`src/inc/burst_port_pkg.sv`:
```
// Package for the burst-handling slave port: widths, settings and carriers
package burst_port_pkg;
  localparam int ADDR_W = 16;
  localparam int DATA_W = 32;
  localparam int BCNT_W = 4;
  localparam int SYM_PER_WORD = 4;
  localparam int SYM_SHIFT = 2;
  // Wrap boundary in bytes on a byte-addressed bus (32 bytes across 4-byte words)
  localparam logic [ADDR_W-1:0] WRAP_BYTES = 16'h0020;
  localparam logic [ADDR_W-1:0] ADDR_ZERO = 16'h0000;
  localparam logic [BCNT_W-1:0] BCNT_ZERO = 4'h0;
  localparam logic [BCNT_W-1:0] BCNT_ONE = 4'h1;
  localparam logic [ADDR_W-1:0] ADDR_ONE = 16'h0001;
  localparam logic [ADDR_W-1:0] WORD_BYTES = 16'h0004;

  typedef enum logic [1:0] {
    UNIT_WORDS = 2'h1,
    UNIT_SYMBOLS = 2'h2
  } unit_type;

  typedef enum logic [1:0] {
    ST_IDLE = 2'h1,
    ST_BURST = 2'h2
  } state_type;

  typedef struct packed {
    logic read;
    logic write;
    logic burst_start;
    logic [ADDR_W-1:0] address;
    logic [BCNT_W-1:0] burst_length;
  } cmd_type;

  typedef struct packed {
    logic address_unit_select;
    logic burst_length_unit;
    logic burst_hold_constant;
    logic wrapping_burst_enable;
    logic use_burst_start;
  } cfg_type;

  typedef struct packed {
    state_type state;
    logic [ADDR_W-1:0] cur_addr;
    logic [ADDR_W-1:0] base_addr;
    logic [BCNT_W-1:0] beats_left;
    logic is_write;
    logic beat_valid;
    logic beat_write;
    logic beat_first;
    logic beat_last;
    logic [ADDR_W-1:0] beat_addr;
  } regs_type;
endpackage

```
`src/rtl/burst_slave_port.sv`:
```
// Burst tracking and address generation for a memory-mapped slave port
// What this block does
// - Without start pulse, count beats to find bursts
// - Burst start use is optional, off preferred
// - Addresses counted in words or symbols
// - Burst length in words or symbols
// - Sample address and length on first beat
// - Wrapping bursts wrap back at boundary
// - Wrap counts only low bits, upper kept
`timescale 1ns/1ps
`default_nettype none
module burst_slave_port (
  input wire logic clk_sys,
  input wire logic rst_n,
  input wire burst_port_pkg::cmd_type cmd,
  input wire burst_port_pkg::cfg_type cfg,
  input wire logic core_stall,
  output logic stall_request,
  output logic beat_valid,
  output logic beat_write,
  output logic beat_first,
  output logic beat_last,
  output logic [burst_port_pkg::ADDR_W-1:0] beat_addr,
  output logic burst_active
);
  burst_port_pkg::regs_type r_ff;
  burst_port_pkg::regs_type nxt_r;
  logic accept;
  logic new_burst;
  logic [burst_port_pkg::BCNT_W-1:0] words_len;
  logic [burst_port_pkg::ADDR_W-1:0] step;
  logic [burst_port_pkg::ADDR_W-1:0] wrap_mask;

  // Length in beats; a symbol count is turned into whole words
  function automatic logic [burst_port_pkg::BCNT_W-1:0] to_beats(
    input logic [burst_port_pkg::BCNT_W-1:0] len,
    input logic sym_units
  );
    logic [burst_port_pkg::BCNT_W-1:0] w;
    w = len >> burst_port_pkg::SYM_SHIFT;
    if (sym_units && (w == burst_port_pkg::BCNT_ZERO)) begin
      w = burst_port_pkg::BCNT_ONE;
    end
    return sym_units ? w : len;
  endfunction

  // Stall at the core's request or while in reset; a new command is taken when not stalled
  assign stall_request = core_stall || !rst_n;
  assign accept = (cmd.read || cmd.write) && !stall_request;
  // Start found by the beat count running out or, when enabled, by the pulse
  assign new_burst = accept && ((r_ff.state == burst_port_pkg::ST_IDLE) ||
                     (cfg.use_burst_start && cmd.burst_start));
  assign words_len = to_beats(cmd.burst_length, cfg.burst_length_unit);
  assign step = cfg.address_unit_select ? burst_port_pkg::WORD_BYTES
                                        : burst_port_pkg::ADDR_ONE;
  // Wrap window scales with address unit: bytes or words
  assign wrap_mask = cfg.address_unit_select
                   ? (burst_port_pkg::WRAP_BYTES - burst_port_pkg::ADDR_ONE)
                   : ((burst_port_pkg::WRAP_BYTES >> burst_port_pkg::SYM_SHIFT)
                      - burst_port_pkg::ADDR_ONE);

  always_comb begin
    logic [burst_port_pkg::ADDR_W-1:0] a;
    logic [burst_port_pkg::ADDR_W-1:0] inc;
    a = burst_port_pkg::ADDR_ZERO;
    inc = burst_port_pkg::ADDR_ZERO;
    nxt_r = r_ff;
    nxt_r.beat_valid = 1'b0;
    nxt_r.beat_first = 1'b0;
    nxt_r.beat_last = 1'b0;
    case (r_ff.state)
      burst_port_pkg::ST_IDLE: begin
        if (new_burst) begin
          a = cmd.address;
          nxt_r.base_addr = cmd.address;
          nxt_r.is_write = cmd.write;
          nxt_r.beat_first = 1'b1;
        end
      end
      burst_port_pkg::ST_BURST: begin
        if (new_burst) begin
          a = cmd.address;
          nxt_r.base_addr = cmd.address;
          nxt_r.is_write = cmd.write;
          nxt_r.beat_first = 1'b1;
        end else if (cfg.burst_hold_constant) begin
          a = r_ff.cur_addr;
        end else begin
          a = r_ff.cur_addr;
        end
      end
      default: begin
        nxt_r.state = burst_port_pkg::ST_IDLE;
      end
    endcase
    if (accept) begin
      nxt_r.beat_valid = 1'b1;
      nxt_r.beat_write = new_burst ? cmd.write : r_ff.is_write;
      nxt_r.beat_addr = a;
      inc = a + step;
      if (cfg.wrapping_burst_enable) begin
        nxt_r.cur_addr = (a & ~wrap_mask) | (inc & wrap_mask);
      end else begin
        nxt_r.cur_addr = inc;
      end
      if (new_burst) begin
        nxt_r.beats_left = words_len - burst_port_pkg::BCNT_ONE;
      end else begin
        nxt_r.beats_left = r_ff.beats_left - burst_port_pkg::BCNT_ONE;
      end
      if (nxt_r.beats_left == burst_port_pkg::BCNT_ZERO) begin
        nxt_r.state = burst_port_pkg::ST_IDLE;
        nxt_r.beat_last = 1'b1;
      end else begin
        nxt_r.state = burst_port_pkg::ST_BURST;
      end
    end
  end

  always_ff @(posedge clk_sys) begin
    if (!rst_n) begin
      r_ff <= '{state: burst_port_pkg::ST_IDLE, default: '0};
    end else begin
      r_ff <= nxt_r;
    end
  end

  assign beat_valid = r_ff.beat_valid;
  assign beat_write = r_ff.beat_write;
  assign beat_first = r_ff.beat_first;
  assign beat_last = r_ff.beat_last;
  assign beat_addr = r_ff.beat_addr;
  assign burst_active = (r_ff.state == burst_port_pkg::ST_BURST);

  // Low bits of the following address inside the wrap window
  logic [burst_port_pkg::ADDR_W-1:0] wrap_low_next;
  assign wrap_low_next = ((nxt_r.beat_addr + step) & wrap_mask);
endmodule
`default_nettype wire

```
`config.mk`:
```
export PLATFORM = sky130hd
export DESIGN_NAME = burst_slave_port
export DESIGN_NICKNAME = d
export VERILOG_FILES = /design/src/inc/burst_port_pkg.sv /design/src/rtl/burst_slave_port.sv
export SDC_FILE = /design/constraint.sdc
export NUM_CORES = 1
export LEC_CHECK = 0
export BUFFER_PORTS_ARGS = -buffer_cell sky130_fd_sc_hd__clkbuf_2
export CORE_MARGIN = 2
export CORE_UTILIZATION = 40
export CTS_CLUSTER_DIAMETER = 80
export DETAILED_ROUTE_END_ITERATION = 8
export GPL_TIMING_DRIVEN = 0
export PLACE_DENSITY = 0.68
export SYNTH_ARGS = -nofsm -noshare
export SYNTH_HDL_FRONTEND = slang
export SYNTH_SLANG_ARGS = --single-unit
```
`constraint.sdc`:
```
create_clock -name clk_sys -period 4 [get_ports clk_sys]
set_input_delay 0.2 -clock clk_sys [delete_from_list [all_inputs] [get_ports clk_sys]]
set_output_delay 0.2 -clock clk_sys [all_outputs]
set_load 0.01 [all_outputs]
```
==> run summary <==
For the count of pins over their slew limit, the log shows 0. Yosys mapped a number of flops with a built-in enable equal to 0. Before antenna repair, the detailed router went through 5 iterations. Buffer type at the clock tree root: sky130_fd_sc_hd__clkbuf_8. The final-stage net count was 439.

The post-route netlist has 23.6% of its cells at a drive strength greater than 1. The tools report the placed wire-length estimate as 5.93 mm. In this run, synthesis produced a sequential element count of 43. The initial antenna violation count was 0.

The tools report the reg-to-reg startpoint as r_ff[58]$_SDFFE_PN0P_. Data on the critical path arrives at its endpoint at 3.94 ns. Buffers placed on the I/O ports in this run total 50. In this run the worst path has a maximum fanout of 10. Setup violations remaining at the end of the flow were counted as 0. The area taken by multi-input logic gates is 1580 um2, and the count of max-cap constraint violations is 0. The count of endpoints failing hold in the final timing report came out at 0. For this run, asynchronously set or reset flops after synthesis account for 0%. The total clock sinks came out at 43. The average via count per standard cell came out at 5.96. The number of hold buffers added after CTS was 0. After synthesis the cells add up to 2690 um2.

0 antenna diodes ended up in the layout. The DRC violation total after the first TritonRoute iteration came out at 255. The min-delay analysis places its worst path in the category in -> reg.

The number of warning messages in the yosys log was 0. The maximum count of clock buffers along a single path came out at 2. The cell depth of the worst min-delay path came out at 3.

The analysis attributes to cell leakage a power of 1.30 nW. After clock tree synthesis, the setup repair step added 0 buffers. The worst setup path is captured at a register.

At the end of the flow the core is filled with cells to 49.1%. Power per cell area: 329 nW/um2. The cell count after synthesis came out at 345. Relative to the synthesized area, the layout overhead comes to 17.2%. The run gives 0.31 ns as the worst-skew pair later-pin latency. TritonCTS built the clock tree.

The standard-cell row count was 29; the die span in y was 86.0 um. For the via count of the first global-routing pass, the log shows 2634. The most used flip-flop cell after synthesis was sky130_fd_sc_hd__dfxtp_1. In the final routed layout, each cell accounts on average for 17.1 um. The number of clock buffers added by TritonCTS is 5.

The worst hold path terminates at r_ff[20]$_SDFFE_PN0N_. Among all cell types in the netlist, the one instantiated most often is sky130_fd_sc_hd__nand2_1. The number of nets handed over by synthesis was 383.

Period utilization: 93.5%. The reg2reg setup slack was 0.26 ns; the largest net degree at the start of global routing was 15. The distinct cell type count of the synthesized netlist was 56; the starting density of the core was 41.9%.

The run gives 22.9% as the global routing usage summed across all routing layers. Average size of a mapped cell: 7.80 um2. The worst pin sits at a relative slew slack of 53.2%. The setup total negative slack was 0 ns. Final routed DRC violation total: 0. The library cell occupying the most area in the post-synthesis netlist is sky130_fd_sc_hd__dfxtp_1.

In the post-synthesis netlist, the biggest area contributors are sky130_fd_sc_hd__dfxtp_1, sky130_fd_sc_hd__nand2_1, sky130_fd_sc_hd__o21ai_0, sky130_fd_sc_hd__buf_4, sky130_fd_sc_hd__nand3_1. The die covers 7400 um2. The sequential cells in the finished layout cover a total of 861 um2. The top cell type's share of synthesized area works out to 32.0%. The routed design has 8.20 mm of wire. After clock tree synthesis, the clock-pin slew on the worst setup and hold paths is 0.09 ns. The flow ran to the end, and the final reports show no timing, DRC or antenna violations.

The CTS H-tree depth came out at 2. Routability-driven placement finished with a final weighted congestion of 0.924. Summed over all layers, the global routing overflow is 0. The area of the core region is 6420 um2, and the worst ir drop on vdd is 0.169 mV. The post-cts resize count was 0. The critical path in this run is classified as reg -> reg.

The overall die width was 86.0 um. The number of cells on the worst reg-to-reg path is 14. At the pin with the least slew margin, the transition time is 0.696 ns.

In this run the remaining antenna-violating nets after routing total 0. The shortest clock period the worst path allows after layout works out to 3.74 ns. Data on the critical path is required at its endpoint by 4.20 ns. Detailed routing inserted a total of 2856 vias. Across the routed clock network, the largest skew measured is 0.00616 ns.

Sorting the synthesized cells by how often they occur yields sky130_fd_sc_hd__nand2_1, sky130_fd_sc_hd__dfxtp_1, sky130_fd_sc_hd__o21ai_0. The tools report the terminus of the critical flop-to-flop path as r_ff[50]$_SDFFE_PN0P_. The filler cells instantiated in the layout total 664. Startpoint class of the critical path: a register. The I/O pin count is 53.

Sequential elements use 32.0% of the synthesized area. The worst min-delay path startpoint was cmd[21]. The run gives 13.3 mm as the wire length of the first global-routing pass. Static timing analysis puts the maximum clock frequency at 267 MHz. Setup repair after global routing left no endpoint under its margin.
## through the flow
step                instances  worst slack [ns]  hold WS (ns)  cell area (um2)  power, mW
floorplan                 345             0.765         0.336             2690      0.616
finish                    479             0.258         0.173             3150       1.04
global route              479           0.00716         0.193             3150       1.08
CTS                       480             0.125         0.175             3150       1.04
detailed placement        472             0.120         0.448             3040      0.693
global placement          472             0.148         0.443             3040      0.690
## routing by layer
metal	vias up	track usage [%]	share of wire, %
met5	-	0	0
met4	0	12.6	3.5
met3	28	3.85	7.3
met2	134	36.0	45
met1	1350	29.9	45
li1	1344	-	-
## worst max-delay path, stage by stage, from the launching register on
cell and delay [ns]:
sky130_fd_sc_hd__dfxtp_1 0.32, sky130_fd_sc_hd__inv_1 0.07, sky130_fd_sc_hd__ha_1 0.20, sky130_fd_sc_hd__a21oi_1 0.13, sky130_fd_sc_hd__nor3_2 0.46, sky130_fd_sc_hd__clkbuf_1 0.45, sky130_fd_sc_hd__nand3_1 0.13, sky130_fd_sc_hd__a21oi_1 0.20
sky130_fd_sc_hd__ha_1 0.23, sky130_fd_sc_hd__nand3_1 0.11, sky130_fd_sc_hd__a311oi_1 0.27, sky130_fd_sc_hd__a211oi_2 0.13, sky130_fd_sc_hd__nor4_4 0.44, sky130_fd_sc_hd__a21oi_1 0.11, sky130_fd_sc_hd__or3_1 0.37
## state kept, by name (all words and copies together) (netlist names)
name        count
beat_first      1
beat_valid      1
beat_write      1
beat_addr      16
beat_last       1
r_ff           23
## where the power goes
group / total (mW) / internal, mW / switching [mW]
Clock: 0.351 / 0.186 / 0.165
Combinational: 0.224 / 0.0820 / 0.142
Sequential: 0.464 / 0.450 / 0.0139
## layout by cell type (no fill, tap or decap), types with 2 or more instances in the layout
| cell | count |
|---|---|
| sky130_fd_sc_hd__buf_4 | 17 |
| sky130_fd_sc_hd__nand3_1 | 23 |
| sky130_fd_sc_hd__nor2b_1 | 4 |
| sky130_fd_sc_hd__inv_1 | 5 |
| sky130_fd_sc_hd__a211oi_1 | 4 |
| sky130_fd_sc_hd__xor2_1 | 2 |
| sky130_fd_sc_hd__mux2i_1 | 10 |
| sky130_fd_sc_hd__a32o_1 | 3 |
| sky130_fd_sc_hd__o311ai_0 | 5 |
| sky130_fd_sc_hd__xnor2_1 | 5 |
| sky130_fd_sc_hd__o211a_1 | 3 |
| sky130_fd_sc_hd__o21a_1 | 2 |
| sky130_fd_sc_hd__or3_1 | 3 |
| sky130_fd_sc_hd__a21oi_1 | 17 |
| sky130_fd_sc_hd__o21ai_0 | 27 |
| sky130_fd_sc_hd__a32oi_1 | 2 |
| sky130_fd_sc_hd__nand4_1 | 8 |
| sky130_fd_sc_hd__nor2_1 | 17 |
| sky130_fd_sc_hd__nand2b_1 | 3 |
| sky130_fd_sc_hd__a31oi_1 | 7 |
| sky130_fd_sc_hd__nand3b_1 | 3 |
| sky130_fd_sc_hd__clkbuf_8 | 5 |
| sky130_fd_sc_hd__nor3_1 | 11 |
| sky130_fd_sc_hd__nor4b_1 | 2 |
| sky130_fd_sc_hd__mux2_2 | 5 |
| sky130_fd_sc_hd__or2_2 | 2 |
| sky130_fd_sc_hd__ha_1 | 7 |
| sky130_fd_sc_hd__and3_1 | 6 |
| sky130_fd_sc_hd__buf_2 | 2 |
| sky130_fd_sc_hd__dfxtp_1 | 43 |
| sky130_fd_sc_hd__clkbuf_1 | 16 |
| sky130_fd_sc_hd__nand2_1 | 50 |
| sky130_fd_sc_hd__a21o_1 | 2 |
| sky130_fd_sc_hd__o211ai_1 | 2 |
| sky130_fd_sc_hd__clkbuf_2 | 52 |
## logic make-up after synthesis
kind of cell             synth area share (%)
AND/OR/NAND/NOR                          26.7
AO/OA/AOI/OAI                            20.5
buffers and inverters                    9.39
flip-flops                               32.0
multiplexers                             5.81
XOR/XNOR                                 2.28
adder cells (fa/ha/maj)                  3.25
## how the worst max path moves through the flow
stage	startpoint	endpoint	slack (ns)	cells after the start
6_report	r_ff[58]$_SDFFE_PN0P_	r_ff[50]$_SDFFE_PN0P_	0.26	14
3_5_place_dp	r_ff[58]$_SDFFE_PN0P_	r_ff[50]$_SDFFE_PN0P_	0.12	15
3_3_place_gp	r_ff[58]$_SDFFE_PN0P_	r_ff[50]$_SDFFE_PN0P_	0.15	15
4_1_cts	r_ff[58]$_SDFFE_PN0P_	r_ff[50]$_SDFFE_PN0P_	0.13	15
5_1_grt	r_ff[58]$_SDFFE_PN0P_	r_ff[50]$_SDFFE_PN0P_	0.007	14
2_1_floorplan	r_ff[58]$_SDFFE_PN0P_	r_ff[50]$_SDFFE_PN0P_	0.77	15
## final cells by class
| class | instances | area share (%) |
|---|---|---|
| multi-input cells | 255 | 50.2 |
| clock buffers | 5 | 2.18 |
| well taps | 77 | 3.05 |
| inverters | 7 | 0.912 |
| plain buffers | 39 | 7.06 |
| flip-flops and latches | 43 | 27.3 |
| repair buffers | 50 | 7.93 |
| clock inverters | 3 | 1.39 |
Power figures use the tool's default switching activity.
